### src/kbd_cfg.svh
// Timing, command and reset constants for the keyboard matrix scanner
`ifndef KBD_CFG_SVH
`define KBD_CFG_SVH

// System clock and serial rate
`define CLK_HZ 10000000
`define CLK_NS 100
`define BAUD_HZ 62500
`define BIT_CYC (`CLK_HZ / `BAUD_HZ)

// Character layout
`define DATA_BITS 8
`define STOP_BITS 2

// Column dwell time before the sense lines are read
`define DWELL_NS 10000
`define DWELL_CYC ((`DWELL_NS + `CLK_NS - 1) / `CLK_NS)

// Host commands
`define CMD_LED 8'h10
`define CMD_QUERY 8'h30
`define CMD_BEEP 8'h20
`define CMD_CLICK 8'h21
`define CMD_REL_ON 8'h40
`define CMD_REL_OFF 8'h41

// Reply and keycode constants
`define QUERY_RESP 8'h01
`define KEY_OFS 7'h02
`define KEY_LAST_IDX 7'h7D

// Sound generator bytes
`define BEEP_ATT 8'h90
`define BEEP_FREQ 8'h8A
`define CLICK_ATT 8'h90
`define CLICK_FREQ 8'h8F

// Reset values
`define LED_DARK 6'h3F
`define SND_WRITES 2'h2

`endif

### src/kbd_pkg.sv
// Types shared by the keyboard matrix scanner modules
`default_nettype none
package kbd_pkg;
   typedef enum logic [4:0] {
      S_INIT = 5'h01,
      S_SCAN = 5'h02,
      S_CONFIRM = 5'h04,
      S_SEND = 5'h08,
      S_SWSCAN = 5'h10
   } scan_state_t;
   typedef enum logic [1:0] {
      SND_SILENT = 2'h0,
      SND_BEEP = 2'h1,
      SND_CLICK = 2'h2
   } snd_kind_t;
endpackage
`default_nettype wire

### src/kbd_uart_if.sv
// Byte carrier between the scanner core and its serial port
`timescale 1ns/10ps
`default_nettype none
interface kbd_uart_if;
   logic tx_start;
   logic [7:0] tx_data;
   logic tx_busy;
   logic tx_done;
   logic tx_line;
   logic rx_valid;
   logic [7:0] rx_data;
   modport core(output tx_start, tx_data, input tx_busy, tx_done, tx_line, rx_valid, rx_data);
   modport uart(input tx_start, tx_data, output tx_busy, tx_done, tx_line, rx_valid, rx_data);
endinterface
`default_nettype wire

### src/kbd_uart.sv
// Full-duplex serial port: 1 start, 8 data LSB first, 2 stop, no parity
`timescale 1ns/10ps
`default_nettype none
`include "kbd_cfg.svh"
module kbd_uart
   import kbd_pkg::*;
(
   // Clock and reset
   input wire logic clk_sys_i,
   input wire logic rst_n_i,
   // Receive line, already synchronised
   input wire logic rxd_i,
   // Core side
   kbd_uart_if.uart u
);
   localparam logic [7:0] BIT_LAST = 8'(`BIT_CYC - 1);
   localparam logic [7:0] HALF = 8'(`BIT_CYC / 2 - 1);
   localparam logic [3:0] TX_BITS = 4'(1 + `DATA_BITS + `STOP_BITS);
   localparam logic [3:0] RX_BITS = 4'(`DATA_BITS + 2);
   localparam int START_LAST = `BIT_CYC - 1;

   logic [10:0] tx_sh_reg, tx_sh_next;
   logic [3:0] tx_cnt_reg, tx_cnt_next;
   logic [7:0] tx_div_reg, tx_div_next;
   logic tx_line_reg, tx_line_next;
   logic tx_done_reg, tx_done_next;
   logic [3:0] rx_cnt_reg, rx_cnt_next;
   logic [7:0] rx_div_reg, rx_div_next;
   logic [7:0] rx_sh_reg, rx_sh_next;
   logic rx_valid_reg, rx_valid_next;

   // Transmit shifter; bit period from the clock divider
   always_comb begin
      tx_sh_next = tx_sh_reg;
      tx_cnt_next = tx_cnt_reg;
      tx_div_next = tx_div_reg;
      tx_line_next = tx_line_reg;
      tx_done_next = 1'b0;
      if (tx_cnt_reg == 4'h0) begin
         if (u.tx_start) begin
            tx_sh_next = {2'b11, u.tx_data, 1'b0};
            tx_cnt_next = TX_BITS;
            tx_div_next = 8'h00;
            tx_line_next = 1'b0;
         end
      end else if (tx_div_reg == BIT_LAST) begin
         tx_div_next = 8'h00;
         tx_sh_next = {1'b1, tx_sh_reg[10:1]};
         tx_cnt_next = tx_cnt_reg - 4'h1;
         if (tx_cnt_reg == 4'h1) begin
            tx_line_next = 1'b1;
            tx_done_next = 1'b1;
         end else begin
            tx_line_next = tx_sh_reg[1];
         end
      end else begin
         tx_div_next = tx_div_reg + 8'h01;
      end
   end

   // Receiver samples mid-bit; only the first stop bit is checked
   always_comb begin
      rx_cnt_next = rx_cnt_reg;
      rx_div_next = rx_div_reg;
      rx_sh_next = rx_sh_reg;
      rx_valid_next = 1'b0;
      if (rx_cnt_reg == 4'h0) begin
         if (!rxd_i) begin
            rx_cnt_next = RX_BITS;
            rx_div_next = HALF;
         end
      end else if (rx_div_reg != 8'h00) begin
         rx_div_next = rx_div_reg - 8'h01;
      end else begin
         rx_div_next = BIT_LAST;
         rx_cnt_next = rx_cnt_reg - 4'h1;
         if (rx_cnt_reg == RX_BITS) begin
            if (rxd_i) rx_cnt_next = 4'h0; // Glitch, not a start bit
         end else if (rx_cnt_reg == 4'h1) begin
            rx_valid_next = rxd_i;
         end else begin
            rx_sh_next = {rxd_i, rx_sh_reg[7:1]};
         end
      end
   end

   always_ff @(posedge clk_sys_i or negedge rst_n_i) begin
      if (!rst_n_i) begin
         tx_sh_reg <= 11'h7FF;
         tx_cnt_reg <= 4'h0;
         tx_div_reg <= 8'h00;
         tx_line_reg <= 1'b1;
         tx_done_reg <= 1'b0;
         rx_cnt_reg <= 4'h0;
         rx_div_reg <= 8'h00;
         rx_sh_reg <= 8'h00;
         rx_valid_reg <= 1'b0;
      end else begin
         tx_sh_reg <= tx_sh_next;
         tx_cnt_reg <= tx_cnt_next;
         tx_div_reg <= tx_div_next;
         tx_line_reg <= tx_line_next;
         tx_done_reg <= tx_done_next;
         rx_cnt_reg <= rx_cnt_next;
         rx_div_reg <= rx_div_next;
         rx_sh_reg <= rx_sh_next;
         rx_valid_reg <= rx_valid_next;
      end
   end

   assign u.tx_busy = (tx_cnt_reg != 4'h0);
   assign u.tx_done = tx_done_reg;
   assign u.tx_line = tx_line_reg;
   assign u.rx_valid = rx_valid_reg;
   assign u.rx_data = rx_sh_reg;

   property p_start_bit;
      @(posedge clk_sys_i) disable iff (!rst_n_i)
      (u.tx_start && !u.tx_busy) |=> !tx_line_reg ##START_LAST !tx_line_reg;
   endproperty
   a_start_bit: assert property (p_start_bit) else $error("start bit not one period low");

   property p_done_idle;
      @(posedge clk_sys_i) disable iff (!rst_n_i)
      tx_done_reg |-> (tx_line_reg && $past(tx_line_reg) && !u.tx_busy);
   endproperty
   a_done_idle: assert property (p_done_idle) else $error("done without stop level");
endmodule
`default_nettype wire

### src/kbd_scanner.sv
// Keyboard matrix scanner top: scan, confirm, keycode, host commands
// How it works
// - One local clock drives all logic
// - Serial rate fixed at 62.5 K after reset
// - Frames: start, eight data, two stop
// - Reset silences sound and darkens all LEDs
// - Matrix is 16 columns by 8 rows
// - Three-bit counter plus bank select strobes columns
// - After init, scan the matrix continuously
// - Press accepted only if second read agrees
// - Column and row map to keycode table
// - Keycode framed and sent to host
// - Transmit completion resumes the column scan
// - Closed switch sets its setting bit
// - Open switch records no closure
// - Switch scan follows every matrix pass
// - Query returns the stored switch settings
// - Received commands decoded and dispatched
// - LED data byte loads the LED latch
// - LED outputs low means lit
// - Beep or click writes attenuation, frequency
// - Data bits go least significant first
// - Release code is press code plus 80
// - Query reply starts with byte 01
`timescale 1ns/10ps
`default_nettype none
`include "kbd_cfg.svh"
module kbd_scanner
   import kbd_pkg::*;
(
   // Clock and reset
   input wire logic clk_sys_i,
   input wire logic rstn_i,
   // Matrix sense rows and switch sense, asynchronous
   input wire logic [7:0] sense_i,
   input wire logic switch_hit_i,
   // Serial link
   input wire logic rxd_i,
   output logic txd_o,
   // Column strobes, active low
   output logic [15:0] col_strobe_n_o,
   // LED latch, active low
   output logic [5:0] led_n_o,
   // Sound generator write port
   output logic [7:0] sound_data_o,
   output logic sound_we_o
);
   localparam logic [6:0] DWELL_LAST = 7'(`DWELL_CYC - 1);

   kbd_uart_if u ();

   logic rst_meta_reg, rst_n;
   logic [7:0] sense_m_reg, sense_s;
   logic sw_m_reg, switch_s;
   logic rxd_m_reg, rxd_s;

   scan_state_t state_reg, state_next;
   logic [3:0] col_reg, col_next;
   logic [6:0] dwell_reg, dwell_next;
   logic [2:0] row_reg, row_next;
   logic level_reg, level_next;
   logic [7:0] key_down_reg [16];
   logic [7:0] key_down_next [16];
   logic [15:0] sw_reg, sw_next;
   logic [1:0] reply_reg, reply_next;
   logic expect_led_reg, expect_led_next;
   logic rel_en_reg, rel_en_next;
   logic [5:0] led_n_reg, led_n_next;
   logic [1:0] snd_cnt_reg, snd_cnt_next;
   snd_kind_t snd_kind_reg, snd_kind_next;
   logic snd_we_reg, snd_we_next;
   logic [7:0] snd_data_reg, snd_data_next;
   logic tx_start_reg, tx_start_next;
   logic [7:0] tx_data_reg, tx_data_next;
   logic sent_reg, sent_next;
   logic [15:0] strobe_n_reg, strobe_n_next;
   logic dwell_end;
   logic [3:0] hit;
   logic [7:0] code;
   logic key_chg;

   // One strobe per column; bit 3 picks the decoder bank
   function automatic logic [15:0] col_decode(input logic [3:0] c);
      logic [7:0] bank;
      bank = 8'h01 << c[2:0];
      col_decode = c[3] ? {bank, 8'h00} : {8'h00, bank};
   endfunction

   // Lowest row that differs from the remembered state
   function automatic logic [3:0] first_set(input logic [7:0] v);
      first_set = 4'h0;
      for (int i = 7; i >= 0; i--) begin
         if (v[i]) first_set = {1'b1, 3'(i)};
      end
   endfunction

   // Position to keycode; codes 00 and 01 are never produced
   function automatic logic [7:0] key_lookup(input logic [3:0] c, input logic [2:0] r);
      logic [6:0] idx;
      idx = {c, r};
      key_lookup = {(idx <= `KEY_LAST_IDX), idx + `KEY_OFS};
   endfunction

   // Stored sound bytes: attenuation first, then frequency
   function automatic logic [7:0] snd_byte(input snd_kind_t k, input logic [1:0] n);
      case (k)
         SND_BEEP: snd_byte = n[1] ? `BEEP_ATT : `BEEP_FREQ;
         SND_CLICK: snd_byte = n[1] ? `CLICK_ATT : `CLICK_FREQ;
         default: snd_byte = 8'h00;
      endcase
   endfunction

   // Query reply bytes, counted down from three
   function automatic logic [7:0] reply_byte(input logic [1:0] n, input logic [15:0] s);
      case (n)
         2'h3: reply_byte = `QUERY_RESP;
         2'h2: reply_byte = s[7:0];
         default: reply_byte = s[15:8];
      endcase
   endfunction

   // Reset release and input synchronisers
   always_ff @(posedge clk_sys_i or negedge rstn_i) begin
      if (!rstn_i) begin
         rst_meta_reg <= 1'b0;
         rst_n <= 1'b0;
      end else begin
         rst_meta_reg <= 1'b1;
         rst_n <= rst_meta_reg;
      end
   end

   always_ff @(posedge clk_sys_i or negedge rst_n) begin
      if (!rst_n) begin
         sense_m_reg <= 8'h00;
         sense_s <= 8'h00;
         sw_m_reg <= 1'b0;
         switch_s <= 1'b0;
         rxd_m_reg <= 1'b1;
         rxd_s <= 1'b1;
      end else begin
         sense_m_reg <= sense_i;
         sense_s <= sense_m_reg;
         sw_m_reg <= switch_hit_i;
         switch_s <= sw_m_reg;
         rxd_m_reg <= rxd_i;
         rxd_s <= rxd_m_reg;
      end
   end

   kbd_uart i_kbd_uart (
      .clk_sys_i(clk_sys_i),
      .rst_n_i(rst_n),
      .rxd_i(rxd_s),
      .u(u)
   );

   assign dwell_end = (dwell_reg == DWELL_LAST);
   assign hit = first_set(sense_s ^ key_down_reg[col_reg]);
   assign code = key_lookup(col_reg, row_reg);

   // Next state of scanner, command decoder and sound writer
   always_comb begin
      state_next = state_reg;
      col_next = col_reg;
      row_next = row_reg;
      level_next = level_reg;
      key_down_next = key_down_reg;
      sw_next = sw_reg;
      reply_next = reply_reg;
      expect_led_next = expect_led_reg;
      rel_en_next = rel_en_reg;
      led_n_next = led_n_reg;
      snd_kind_next = snd_kind_reg;
      tx_start_next = 1'b0;
      tx_data_next = tx_data_reg;
      sent_next = sent_reg;
      dwell_next = dwell_end ? 7'h00 : dwell_reg + 7'h01;
      strobe_n_next = 16'hFFFF;
      if (state_reg != S_INIT && state_reg != S_SEND) begin
         strobe_n_next = ~col_decode(col_reg);
      end
      // One sound byte per cycle while writes remain
      snd_we_next = (snd_cnt_reg != 2'h0);
      snd_data_next = snd_byte(snd_kind_reg, snd_cnt_reg);
      snd_cnt_next = (snd_cnt_reg != 2'h0) ? snd_cnt_reg - 2'h1 : 2'h0;
      case (state_reg)
         S_INIT: begin
            dwell_next = 7'h00;
            if (snd_cnt_reg == 2'h1) state_next = S_SCAN;
         end
         S_SCAN: begin
            if (dwell_end) begin
               if (reply_reg != 2'h0) begin
                  tx_data_next = reply_byte(reply_reg, sw_reg);
                  reply_next = reply_reg - 2'h1;
                  state_next = S_SEND;
               end else if (hit[3]) begin
                  row_next = hit[2:0];
                  level_next = sense_s[hit[2:0]];
                  state_next = S_CONFIRM;
               end else begin
                  col_next = col_reg + 4'h1;
                  if (col_reg == 4'hF) state_next = S_SWSCAN;
               end
            end
         end
         S_CONFIRM: begin
            if (dwell_end) begin
               state_next = S_SCAN;
               // Second read must match the first, else rescan this column
               if (sense_s[row_reg] == level_reg) begin
                  key_down_next[col_reg][row_reg] = level_reg;
                  if (code[7] && (level_reg || rel_en_reg)) begin
                     tx_data_next = {~level_reg, code[6:0]};
                     state_next = S_SEND;
                  end
               end
            end
         end
         S_SEND: begin
            dwell_next = 7'h00;
            if (!sent_reg && !u.tx_busy) begin
               tx_start_next = 1'b1;
               sent_next = 1'b1;
            end else if (sent_reg && u.tx_done) begin
               sent_next = 1'b0;
               state_next = S_SCAN;
            end
         end
         S_SWSCAN: begin
            if (dwell_end) begin
               sw_next[col_reg] = switch_s;
               col_next = col_reg + 4'h1;
               if (col_reg == 4'hF) state_next = S_SCAN;
            end
         end
         default: begin
            state_next = S_INIT;
         end
      endcase
      // Host command dispatch; a later beep or click overrides pending sound
      if (u.rx_valid) begin
         if (expect_led_reg) begin
            led_n_next = ~u.rx_data[5:0];
            expect_led_next = 1'b0;
         end else begin
            case (u.rx_data)
               `CMD_LED: expect_led_next = 1'b1;
               `CMD_QUERY: reply_next = 2'h3;
               `CMD_BEEP: begin
                  snd_kind_next = SND_BEEP;
                  snd_cnt_next = `SND_WRITES;
               end
               `CMD_CLICK: begin
                  snd_kind_next = SND_CLICK;
                  snd_cnt_next = `SND_WRITES;
               end
               `CMD_REL_ON: rel_en_next = 1'b1;
               `CMD_REL_OFF: rel_en_next = 1'b0;
               default: expect_led_next = 1'b0; // Unknown byte ignored
            endcase
         end
      end
   end

   // Registers; reset writes silence and darkens the LEDs
   always_ff @(posedge clk_sys_i or negedge rst_n) begin
      if (!rst_n) begin
         state_reg <= S_INIT;
         col_reg <= 4'h0;
         dwell_reg <= 7'h00;
         row_reg <= 3'h0;
         level_reg <= 1'b0;
         for (int i = 0; i < 16; i++) key_down_reg[i] <= 8'h00;
         sw_reg <= 16'h0000;
         reply_reg <= 2'h0;
         expect_led_reg <= 1'b0;
         rel_en_reg <= 1'b0;
         led_n_reg <= `LED_DARK;
         snd_cnt_reg <= `SND_WRITES;
         snd_kind_reg <= SND_SILENT;
         snd_we_reg <= 1'b0;
         snd_data_reg <= 8'h00;
         tx_start_reg <= 1'b0;
         tx_data_reg <= 8'h00;
         sent_reg <= 1'b0;
         strobe_n_reg <= 16'hFFFF;
      end else begin
         state_reg <= state_next;
         col_reg <= col_next;
         dwell_reg <= dwell_next;
         row_reg <= row_next;
         level_reg <= level_next;
         key_down_reg <= key_down_next;
         sw_reg <= sw_next;
         reply_reg <= reply_next;
         expect_led_reg <= expect_led_next;
         rel_en_reg <= rel_en_next;
         led_n_reg <= led_n_next;
         snd_cnt_reg <= snd_cnt_next;
         snd_kind_reg <= snd_kind_next;
         snd_we_reg <= snd_we_next;
         snd_data_reg <= snd_data_next;
         tx_start_reg <= tx_start_next;
         tx_data_reg <= tx_data_next;
         sent_reg <= sent_next;
         strobe_n_reg <= strobe_n_next;
      end
   end

   assign u.tx_start = tx_start_reg;
   assign u.tx_data = tx_data_reg;
   assign txd_o = u.tx_line;
   assign col_strobe_n_o = strobe_n_reg;
   assign led_n_o = led_n_reg;
   assign sound_data_o = snd_data_reg;
   assign sound_we_o = snd_we_reg;
   assign key_chg = (key_down_next != key_down_reg);

   property p_one_strobe;
      @(posedge clk_sys_i) disable iff (!rst_n)
      $countones(~strobe_n_reg) <= 1;
   endproperty
   a_one_strobe: assert property (p_one_strobe) else $error("several columns strobed");

   property p_confirm_only;
      @(posedge clk_sys_i) disable iff (!rst_n)
      key_chg |-> (state_reg == S_CONFIRM && dwell_end);
   endproperty
   a_confirm_only: assert property (p_confirm_only) else $error("key state changed unconfirmed");

   property p_led_load;
      @(posedge clk_sys_i) disable iff (!rst_n)
      (u.rx_valid && expect_led_reg) |=> (led_n_o == ~$past(u.rx_data[5:0]));
   endproperty
   a_led_load: assert property (p_led_load) else $error("LED latch not loaded inverted");

   property p_query;
      @(posedge clk_sys_i) disable iff (!rst_n)
      (u.rx_valid && !expect_led_reg && u.rx_data == `CMD_QUERY) |=> (reply_reg == 2'h3);
   endproperty
   a_query: assert property (p_query) else $error("query reply not armed");

   property p_no_busy_start;
      @(posedge clk_sys_i) disable iff (!rst_n)
      tx_start_reg |-> (!u.tx_busy && state_reg == S_SEND);
   endproperty
   a_no_busy_start: assert property (p_no_busy_start) else $error("send while busy");

   property p_resume;
      @(posedge clk_sys_i) disable iff (!rst_n)
      (state_reg == S_SEND && sent_reg && u.tx_done) |=> (state_reg == S_SCAN && !sent_reg);
   endproperty
   a_resume: assert property (p_resume) else $error("scan not resumed after send");

   property p_sw_after_pass;
      @(posedge clk_sys_i) disable iff (!rst_n)
      $rose(state_reg == S_SWSCAN) |-> ($past(col_reg) == 4'hF && col_reg == 4'h0);
   endproperty
   a_sw_after_pass: assert property (p_sw_after_pass) else $error("switch scan out of place");

   property p_beep;
      @(posedge clk_sys_i) disable iff (!rst_n)
      (u.rx_valid && !expect_led_reg && u.rx_data == `CMD_BEEP) |=> ##1
         (snd_we_reg && snd_data_reg == `BEEP_ATT) ##1 (snd_we_reg && snd_data_reg == `BEEP_FREQ);
   endproperty
   a_beep: assert property (p_beep) else $error("beep bytes wrong");

   property p_init_silent;
      @(posedge clk_sys_i) disable iff (!rst_n)
      (snd_we_reg && $past(snd_kind_reg) == SND_SILENT) |-> (snd_data_reg == 8'h00);
   endproperty
   a_init_silent: assert property (p_init_silent) else $error("init sound not zero");
endmodule
`default_nettype wire

### config.mk
export PLATFORM = sky130hd
export DESIGN_NAME = kbd_scanner
export DESIGN_NICKNAME = d
export VERILOG_FILES = /design/src/kbd_pkg.sv /design/src/kbd_uart_if.sv /design/src/kbd_uart.sv /design/src/kbd_scanner.sv
export VERILOG_INCLUDE_DIRS = /design/src
export SDC_FILE = /design/constraint.sdc
export NUM_CORES = 1
export LEC_CHECK = 0
export BUFFER_PORTS_ARGS = -buffer_cell sky130_fd_sc_hd__buf_2
export CORE_MARGIN = 1.5
export CORE_UTILIZATION = 25
export CTS_CLUSTER_DIAMETER = 50
export DETAILED_ROUTE_END_ITERATION = 6
export SETUP_SLACK_MARGIN = 0.5
export SYNTH_ARGS = -nofsm -noshare
export SYNTH_HDL_FRONTEND = slang
export SYNTH_SLANG_ARGS = --single-unit
### constraint.sdc
create_clock -name clk_sys_i -period 9.2 [get_ports clk_sys_i]
set_clock_uncertainty 0.15 [all_clocks]
set_input_delay 0.46 -clock clk_sys_i [delete_from_list [all_inputs] [get_ports clk_sys_i]]
set_output_delay 0.46 -clock clk_sys_i [all_outputs]
set_load 0.01 [all_outputs]
; ---- Word-level counts from Yosys, hierarchy flattened
; Index checks and enable logic that the tools add are counted.
[op_classes]
muxes = 101
n_shift = 1
n_reduce_logical = 37
bitwise_logic = 11
eq_ne = 41
magnitude_cmp = 8
add_sub_neg = 9
[op_table]
columns = cell, count
row1 = bitwise mux 128 bit, 1
row2 = 2-to-1 mux 8 bit, 14
row3 = 2-to-1 mux 4 bit, 22
row4 = 2-to-1 mux 5 bit, 12
row5 = one-hot mux 8 bit (2 select lines), 3
row6 = 2-to-1 mux 11 bit, 3
row7 = binary-select mux 8 bit (select 4 bit), 1
row8 = demux 8 bit (select 4 bit), 1
row9 = 2-to-1 mux 16 bit, 2
row10 = "inequality test 2 bit, second input constant", 14
row11 = one-hot mux 5 bit (5 select lines), 1
row12 = "equality test 8 x 6 -> 1 bit, second input constant", 3
row13 = 2-to-1 mux 1 bit, 21
row14 = 2-to-1 mux 2 bit, 10
row15 = bitwise mux 16 bit, 1
row16 = "equality test 8 x 7 -> 1 bit, second input constant", 2
row17 = inverter 16 bit, 1
row18 = nonzero test 2 bit, 8
row19 = 2-to-1 mux 7 bit, 2
row20 = AND reduction 2 bit, 5
row21 = AND reduction 3 bit, 3
row22 = "adder 8 x 1 -> 8 bit, second input constant", 1
row23 = "equality test 4 x 1 -> 1 bit, second input constant", 2
row24 = "equality test 4 bit, second input constant", 2
row25 = other kinds (50), 73
[word_totals]
out_inout_bits = 32
ff_bits = 281

; ---- Logic depth before layout (Yosys ltp)
; Gate-level depths: netlist of the first run.
[depth]
ltp_word = 17
ltp_mapped = 13
depth_no_buf = 9

; ---- Hierarchy
; From an unflattened synthesis of the first run, not the netlist that was laid out.
[unflattened]
cells_unflattened = 1165
hier_area_um2 = 13419.1
[by_module_without_submodules]
columns = module, cells_per_inst, seq_area_each_um2, n_inst, area_per_inst_um2
row1 = kbd_scanner, 955, 5813.1, 1, 11185.7
row2 = kbd_uart, 210, 1087.3, 1, 2233.4

; ---- Worst setup path after synthesis of the first run
; Ideal clock, no wire load.
[synth_path]
kind = reg-to-reg
from = register col_reg[0]
to = register col_reg[1]
synth_period_minus_slack_ps = 3192
t_required_ps = 8925
t_arrival_ps = 2917
path_buffers = 2
setup_slack_ps = 6008
path_stages_with_launch = 12
path_cell_list = dfrtp_1 > buf_6 > buf_8 > mux4_2 > mux4_2 > xnor2_2 > nand2_1 > nor3_2 > nor2b_4 > nand2_2 > a21o_1 > mux2_4
[synth_via]
elab_chain_cells = 15
word_cells_on_any_way = 21
cone_classes = 1 x add/sub / 1 x eq/ne / 16 x mux / 2 x bitwise / 1 x reduce/logical
[synth_rtl]
columns = element, line_no
row1 = from (decl), kbd_scanner.sv:58  ; logic [3:0] col_reg, col_next;
row2 = from (signal assigned), kbd_scanner.sv:291  ; col_reg <= col_next;
row3 = inverter 4 -> 5 bit (implied by the code), kbd_scanner.sv:159  ; assign hit = first_set(sense_s ^ key_down_reg[col_reg]);
row4 = binary-select mux 8 bit (select 4 bit), kbd_scanner.sv:159
row5 = 2-to-1 mux 8 bit (implied by the code) (2 in a row), kbd_scanner.sv:159
row6 = bitwise XOR 8 bit, kbd_scanner.sv:159
row7 = 2-to-1 mux 4 bit (8 in a row), kbd_scanner.sv:93  ; if (v[i]) first_set = {1'b1, 3'(i)};
row8 = inequality test 2 bit (no line), --
row9 = AND reduction 5 bit (no line), --
; Several ways; a longest one is shown, not always the timed one. The select of a mux whose other input is x is not followed.
; A chain may end at the register's enable or synchronous reset.

; ---- Final worst setup path of the first run
[layout_path]
from = register col_reg[0]
to = register level_reg
[layout_via]
elab_chain_cells = 15
word_cells_on_any_way = 16
cone_classes = 13 x mux / 2 x bitwise / 1 x reduce/logical
[layout_rtl]
columns = element, line_no
row1 = inverter 4 -> 5 bit (implied by the code) (*), kbd_scanner.sv:159
row2 = binary-select mux 8 bit (select 4 bit) (*), kbd_scanner.sv:159
row3 = 2-to-1 mux 8 bit (implied by the code) (*) (2 in a row), kbd_scanner.sv:159
row4 = bitwise XOR 8 bit (*), kbd_scanner.sv:159
row5 = 2-to-1 mux 4 bit (7 in a row), kbd_scanner.sv:93
row6 = 2-to-1 mux 4 bit (*), kbd_scanner.sv:93
row7 = binary-select mux 1 bit (select 3 bit), kbd_scanner.sv:200  ; level_next = sense_s[hit[2:0]];
row8 = 2-to-1 mux 1 bit (implied by the code), kbd_scanner.sv:200
row9 = to (signal assigned), kbd_scanner.sv:294  ; level_reg <= level_next;
row10 = to (decl), kbd_scanner.sv:61  ; logic level_reg, level_next;
; Every way passes the cells marked *; elsewhere a longest branch is shown, timed or not. The select of a mux whose other input is x is not followed.

==> results of run 1 <==
-- timing repair --
| item | 4_1_cts | 5_1_grt |
|---|---|---|
| endpoints found under the hold margin | 12 | 0 |
| buffers inserted | 0 | 0 |
| hold buffers | 11 | 0 |
-- routing by layer --
layer / vias to the layer above / routed length, microns
met5: - / 0
met4: 0 / 1200
met3: 73 / 1790
met2: 245 / 15100
met1: 4584 / 13800
li1: 4404 / -
-- worst max-delay path, cell delays in order, from the launching register on --
cell,delay (ns)
dfrtp_2,0.82
buf_4,0.51
mux4_2,0.57
nand4_1,0.10
o21ai_0,0.13
nor4_1,0.58
nand4b_1,0.28
nor2b_4,0.08
nor3_1,0.65
o311ai_1,0.23
o211ai_1,0.16
-- power by group --
group	internal (W)	switching [W]
clock network	0.000723	0.000500
registers	0.00124	0.0000368
logic	0.0000511	0.0000815
-- synth_stat cells, types with 16 or more instances --
cell type | number | area, sq um
a21oi_1 | 21 | 105
clkbuf_1 | 48 | 180
dfrtp_1 | 239 | 5980
dfstp_2 | 35 | 920
ha_1 | 22 | 275
inv_1 | 28 | 105
mux2_2 | 70 | 788
mux2i_1 | 21 | 210
mux4_2 | 33 | 743
nand2_1 | 272 | 1020
nand3_1 | 41 | 205
nor2_1 | 77 | 289
nor2b_1 | 19 | 119
o21ai_0 | 149 | 746
o31ai_1 | 18 | 135
xnor2_1 | 16 | 140
-- final cells by class --
type                       count  area (sq um)
timing repair buffer          66           433
clock inverter                17           225
sequential                   274          6910
multi-input combinational    886          5700
clock buffer                  37           786
inverter                      29           109
tap                          680           851
fill                        5289         36400
-- cell families (layout without fill, tap and decap cells) --
logic type,after synthesis,in the layout
flops,274,274
simple gates,477,477
other cells,2,3
mux,126,126
buf+inv,98,149
fa+ha+maj,22,22
xor+xnor,24,24
compound gates,234,234
-- worst max path at each step --
| stage | startpoint | endpoint | depth (start not counted) |
|---|---|---|---|
| after floorplan | rst_n | col_reg[0] | 0 |
| after global placement | col_reg[0] | col_reg[1] | 10 |
| after detailed placement | col_reg[0] | level_reg | 10 |
| after CTS | col_reg[0] | level_reg | 10 |
| after global routing | col_reg[0] | level_reg | 10 |
| final | col_reg[0] | level_reg | 10 |
-- per-stage QoR --
stage	utilization	hold slack [ns]	setup slack [ns]
floorplan	-	0.0144	0.910
global placement	0.270	0.123	5.03
detailed placement	0.270	0.126	4.86
CTS	0.292	0.0654	4.81
global route	0.292	0.0775	4.45
finish	0.292	0.0962	4.83
==> flow_summary_export.csv, run 1 <==
group,metric,value,unit
route,routedWlPerCell,16.1,microns
global_route,grt_antenna_before_repair,0,
worst_setup_path,r2r_end,"level_reg",
floorplanning,die_height,231,microns
logic_synthesis,postSynthCellCount,1257,
floorplanning,die-area,0.0535,sq mm
floorplanning,initial_utilization,0.253,
power,power.density,175,mW/mm^2
global_route,grt_usage,0.121,
timing,rsz0062_at_grt,"no",
route,drc,0,
logic_synthesis,yosysUniqueCellTypes,65,
global_route,use_met1,0.156,
logic_synthesis,ys_seq_area_frac,0.530,
global_route,overflow,0,
cells_and_area,fin_nets,1320,
worst_setup_path,path_max_fanout,23,
floorplanning,core_area,0.0514,sq mm
cells_and_area,stdcell_count,1989,
cells_and_area,fin_area,0.0150,sq mm
logic_synthesis,synth-seq-cells,274,
power,p_leak,6.33,nW
logic_synthesis,synth-xor-area-share,0.0167,
logic_synthesis,synth_compound_area_frac,0.103,
place,dp_cells,1924,
status,status,"finished clean",
job,cap_viol_max_count,0,
worst_setup_path,cp.required,9.52,ns
floorplanning,die_w,231,microns
logic_synthesis,synthMuxAreaShare,0.136,
place,gp_congestion,0.918,
place,port_buffers,41,
worst_setup_path,r2r_start,"col_reg[0]",
timing,max_freq,229,MHz
floorplanning,io_pins,44,
logic_synthesis,synth_top_family_by_area,"simple AND/OR/NAND/NOR gates",
worst_setup_path,r2r_cells,10,
timing,fin_tns_setup,0,ns
route,via_per_inst,4.68,
route,first_iter_violations,696,
clock_network,cts_max_level,1,
clock_network,tritoncts,"yes",
place,place.detailed.hpwl,20.8,mm
logic_synthesis,synthArstFlopShare,1.00,
timing,tightest_slew,1.19,ns
min_path,holdCritPathClass,"in2async",
cells_and_area,layout_commonest_cell,"nand2_1",
global_route,grt_first_pass_wirelength,51.7,mm
clock_network,clkTransAtPathRegs,0.07,ns
timing,setup_violations,0,
clock_network,cts_sinks,274,
timing,relSlewSlack,0.203,
route,ant_nets,0,
place,place_area,0.0139,sq mm
cells_and_area,diodes,0,
timing,drv_slew,0,
timing,finalHoldViolCount,0,
worst_setup_path,worst_setup_path_start_kind,"flip-flop",
cells_and_area,mostFrequentLayoutCells,"nand2_1 (272), dfrtp_1 (237), o21ai_0 (149)",
clock_network,cts_buffer_depth,3,
logic_synthesis,synth_edf_count,0,
timing,fin_crit,4.37,ns
worst_setup_path,reg2reg_setup_slack,4.83,ns
floorplanning,rows,83,
route,drt_wl_total,31.9,mm
route,drt-pass1-iter-count,5,
global_route,grt_max_degree,149,
cells_and_area,largest_reg_flops,128,
cells_and_area,drive_gt1_frac,0.196,
logic_synthesis,synth_ff_type,"dfrtp_1",
logic_synthesis,netlist_area,0.0130,sq mm
worst_setup_path,crit_path_end_kind,"flip-flop",
timing,fin_crit_sh,0.475,
power,ir_drop,0.126,mV
cells_and_area,area_growth,15.3,%
route,vias,9306,
clock_network,cts_root_buf,"clkbuf_16",
clock_network,cts.repair.resized,0,
global_route,grt_busiest_layer,"met2",
logic_synthesis,yosysWarnings,0,
logic_synthesis,synth_fa_ha_area_frac,0.0211,
clock_network,numCtsBuffers,29,
worst_setup_path,crit_type,"reg2reg",
power,power.total,0.00263,W
global_route,grt_pass1_vias,9432,
logic_synthesis,synth_simple_gate_area_frac,0.160,
global_route,use_met2,0.200,
worst_setup_path,cp.arrival,4.70,ns
clock_network,clock_latency,0.57,ns
logic_synthesis,avgSynthCellArea,10.4,sq um
global_route,grtUsageMet3,0.0198,
Note: power is estimated with default switching activity, not from simulation.
==> run 2: changes to the inputs <==
==> constraint.sdc (replaced) <==
create_clock -name clk_sys_i -period 3.8 [get_ports clk_sys_i]
set_clock_uncertainty 0.15 [all_clocks]
set_input_delay 0.19 -clock clk_sys_i [delete_from_list [all_inputs] [get_ports clk_sys_i]]
set_output_delay 0.19 -clock clk_sys_i [all_outputs]
set_load 0.01 [all_outputs]
==> run 2 against run 1 <==
Net effect: critical path depth is the same; wire length grew 5.0%; cell count grew 2.2%; via count grew 2.3%; global-route usage grew 0.68 points; core utilization grew 1.1 points; hold slack gained 0.077 ns; first-iteration DRC count shrank 2.9%; fmax grew 32%; combinational power grew 140%.
==> flow_summary_export.csv, run 2 (synthesis gave the netlist of run 1 again) <==
group,metric,value,unit
floorplanning,die_w,231,microns
floorplanning,initial_utilization,0.253,
timing,fin_crit,3.32,ns
job,cap_viol_max_count,0,
power,intPower,0.00523,W
power,power_frac_comb,0.048,
cells_and_area,area_growth,19.8,%
timing,relSlewSlack,0.389,
cells_and_area,fin_nets,1361,
global_route,overflow,0,
floorplanning,io_pins,44,
clock_network,cts_sinks,274,
power,power.density,435,mW/mm^2
cells_and_area,mostFrequentLayoutCells,"nand2_1 (272), dfrtp_1 (236), o21ai_0 (149)",
clock_network,cts_max_level,2,
timing,fin_crit_sh,0.873,
timing,tightest_slew,0.914,ns
clock_network,tritoncts,"yes",
route,drc,0,
global_route,grt_pass1_vias,9599,
route,drt-pass1-iter-count,5,
timing,fin_tns_setup,0,ns
worst_setup_path,crit_type,"reg2reg",
worst_setup_path,path_max_fanout,9,
route,vias,9522,
cells_and_area,diodes,0,
power,clockPowerShare,0.496,
floorplanning,rows,83,
floorplanning,die_height,231,microns
timing,setup_violations,0,
timing,finalHoldViolCount,0,
worst_setup_path,crit_top_cell,"mux4_2",
cells_and_area,drive_gt1_frac,0.226,
power,power.share.switching,0.229,
route,ant_nets,0,
place,port_buffers,41,
global_route,grt_usage,0.128,
timing,max_freq,301,MHz
timing,drv_slew,0,
worst_setup_path,path_buf_inv,1,
timing,rsz0062_at_grt,"yes",
cells_and_area,final_core_util,0.303,
global_route,grt_antenna_before_repair,0,
route,routedWlPerCell,16.5,microns
power,p_leak,6.66,nW
route,first_iter_violations,676,
status,status,"finished clean",
worst_setup_path,cp.required,4.05,ns
worst_setup_path,crit_path_end_kind,"flip-flop",
clock_network,numCtsBuffers,34,
global_route,grt_max_degree,85,
worst_setup_path,path_cells,"buf_12, mux4_2, mux4_2, xnor2_2, nand2_1, nor3_2, nor2b_4, nand2_2, a21o_4, mux2_4",
global_route,grt_first_pass_wirelength,54.1,mm
worst_setup_path,slowest_delay,0.55,ns
worst_setup_path,slowest_stage,"mux4_2",
cells_and_area,layout_commonest_cell,"nand2_1",
route,drt_wl_total,33.5,mm
clock_network,clkTransAtPathRegs,0.06,ns
floorplanning,core_area,0.0514,sq mm
clock_network,clock_latency,0.52,ns
clock_network,cts_buffer_depth,3,
floorplanning,die-area,0.0535,sq mm
worst_setup_path,cp_top_family,"multiplexers",
place,gp_congestion,0.938,
worst_setup_path,cp.arrival,3.57,ns
place,place.detailed.hpwl,22.2,mm
clock_network,cts_root_buf,"clkbuf_16",
power,p_seq_frac,0.456,
power,ir_drop,0.228,mV
route,via_per_inst,4.69,
worst_setup_path,worst_setup_path_start_kind,"flip-flop",
cells_and_area,largest_reg_flops,128,
min_path,holdCritPathClass,"in2reg",
power,p_switching,0.00155,W
-- run 2: cell type report --
class	count	area, sq um
Multi-Input combinational cell	886	5760
Clock buffer	46	1020
Inverter	29	109
Fill cell	5245	35800
Clock inverter	15	175
Sequential cell	274	6910
Tap cell	680	851
Timing Repair Buffer	102	779
-- run 2: timing repair --
item,4_1_cts,5_1_grt
setup buffers,2,2
endpoints found under the setup margin,8,12
endpoints found under the hold margin,12,0
hold buffers,12,0
resized for setup,3,10
pin swaps,0,2
-- run 2: path summary, 6_finish.rpt --
check | cells after the start | start | endpoint | slack [ns]
min in group asynchronous | 0 | rst_n | key_down_reg[47] | 0.32
worst min-delay path | 2 | sense_i[6] | sense_m_reg[6] | 0.17
worst min register to register | 0 | sense_m_reg[6] | sense_s[6] | 0.20
worst max register to register | 10 | col_reg[0] | col_reg[1] | 0.48
worst max-delay path | 10 | col_reg[0] | col_reg[1] | 0.48
max in group asynchronous | 1 | rst_n | col_reg[0] | 2.24
-- run 2: through the flow --
stage               hold WS (ns)  total power (W)  cells  cell area, sq um  setup WS, ns
floorplan                 -0.256          0.00336   1258             13000         0.608
global placement          -0.173          0.00345   1955             14200         0.392
detailed placement        -0.168          0.00346   1955             14200         0.339
CTS                        0.154          0.00689   2030             15500         0.433
global route               0.160          0.00707   2032             15600         0.382
finish                     0.173          0.00679   2032             15600         0.482
-- run 2: power groups by stage --
stage | sequential, W | combinational (W) | clock (W)
floorplan | 0.00315 | 0.000215 | 0
global placement | 0.00314 | 0.000304 | 0
detailed placement | 0.00314 | 0.000316 | 0
CTS | 0.00310 | 0.000328 | 0.00346
global route | 0.00311 | 0.000386 | 0.00357
finish | 0.00309 | 0.000324 | 0.00337
-- run 2: per-layer routing --
metal	vias to the layer above	global-route usage	share of wire
met5	-	0	0
met2	230	0.207	0.47
met3	63	0.0226	0.054
li1	4486	-	-
met4	0	0.0482	0.032
met1	4743	0.169	0.44
-- run 2: worst register-to-register path, cell delays in order, from the launching register on --
cell and delay (ns):
dfrtp_2 0.45, buf_12 0.17, mux4_2 0.52, mux4_2 0.55
xnor2_2 0.20, nand2_1 0.12, nor3_2 0.17, nor2b_4 0.22
nand2_2 0.10, a21o_4 0.25, mux2_4 0.29
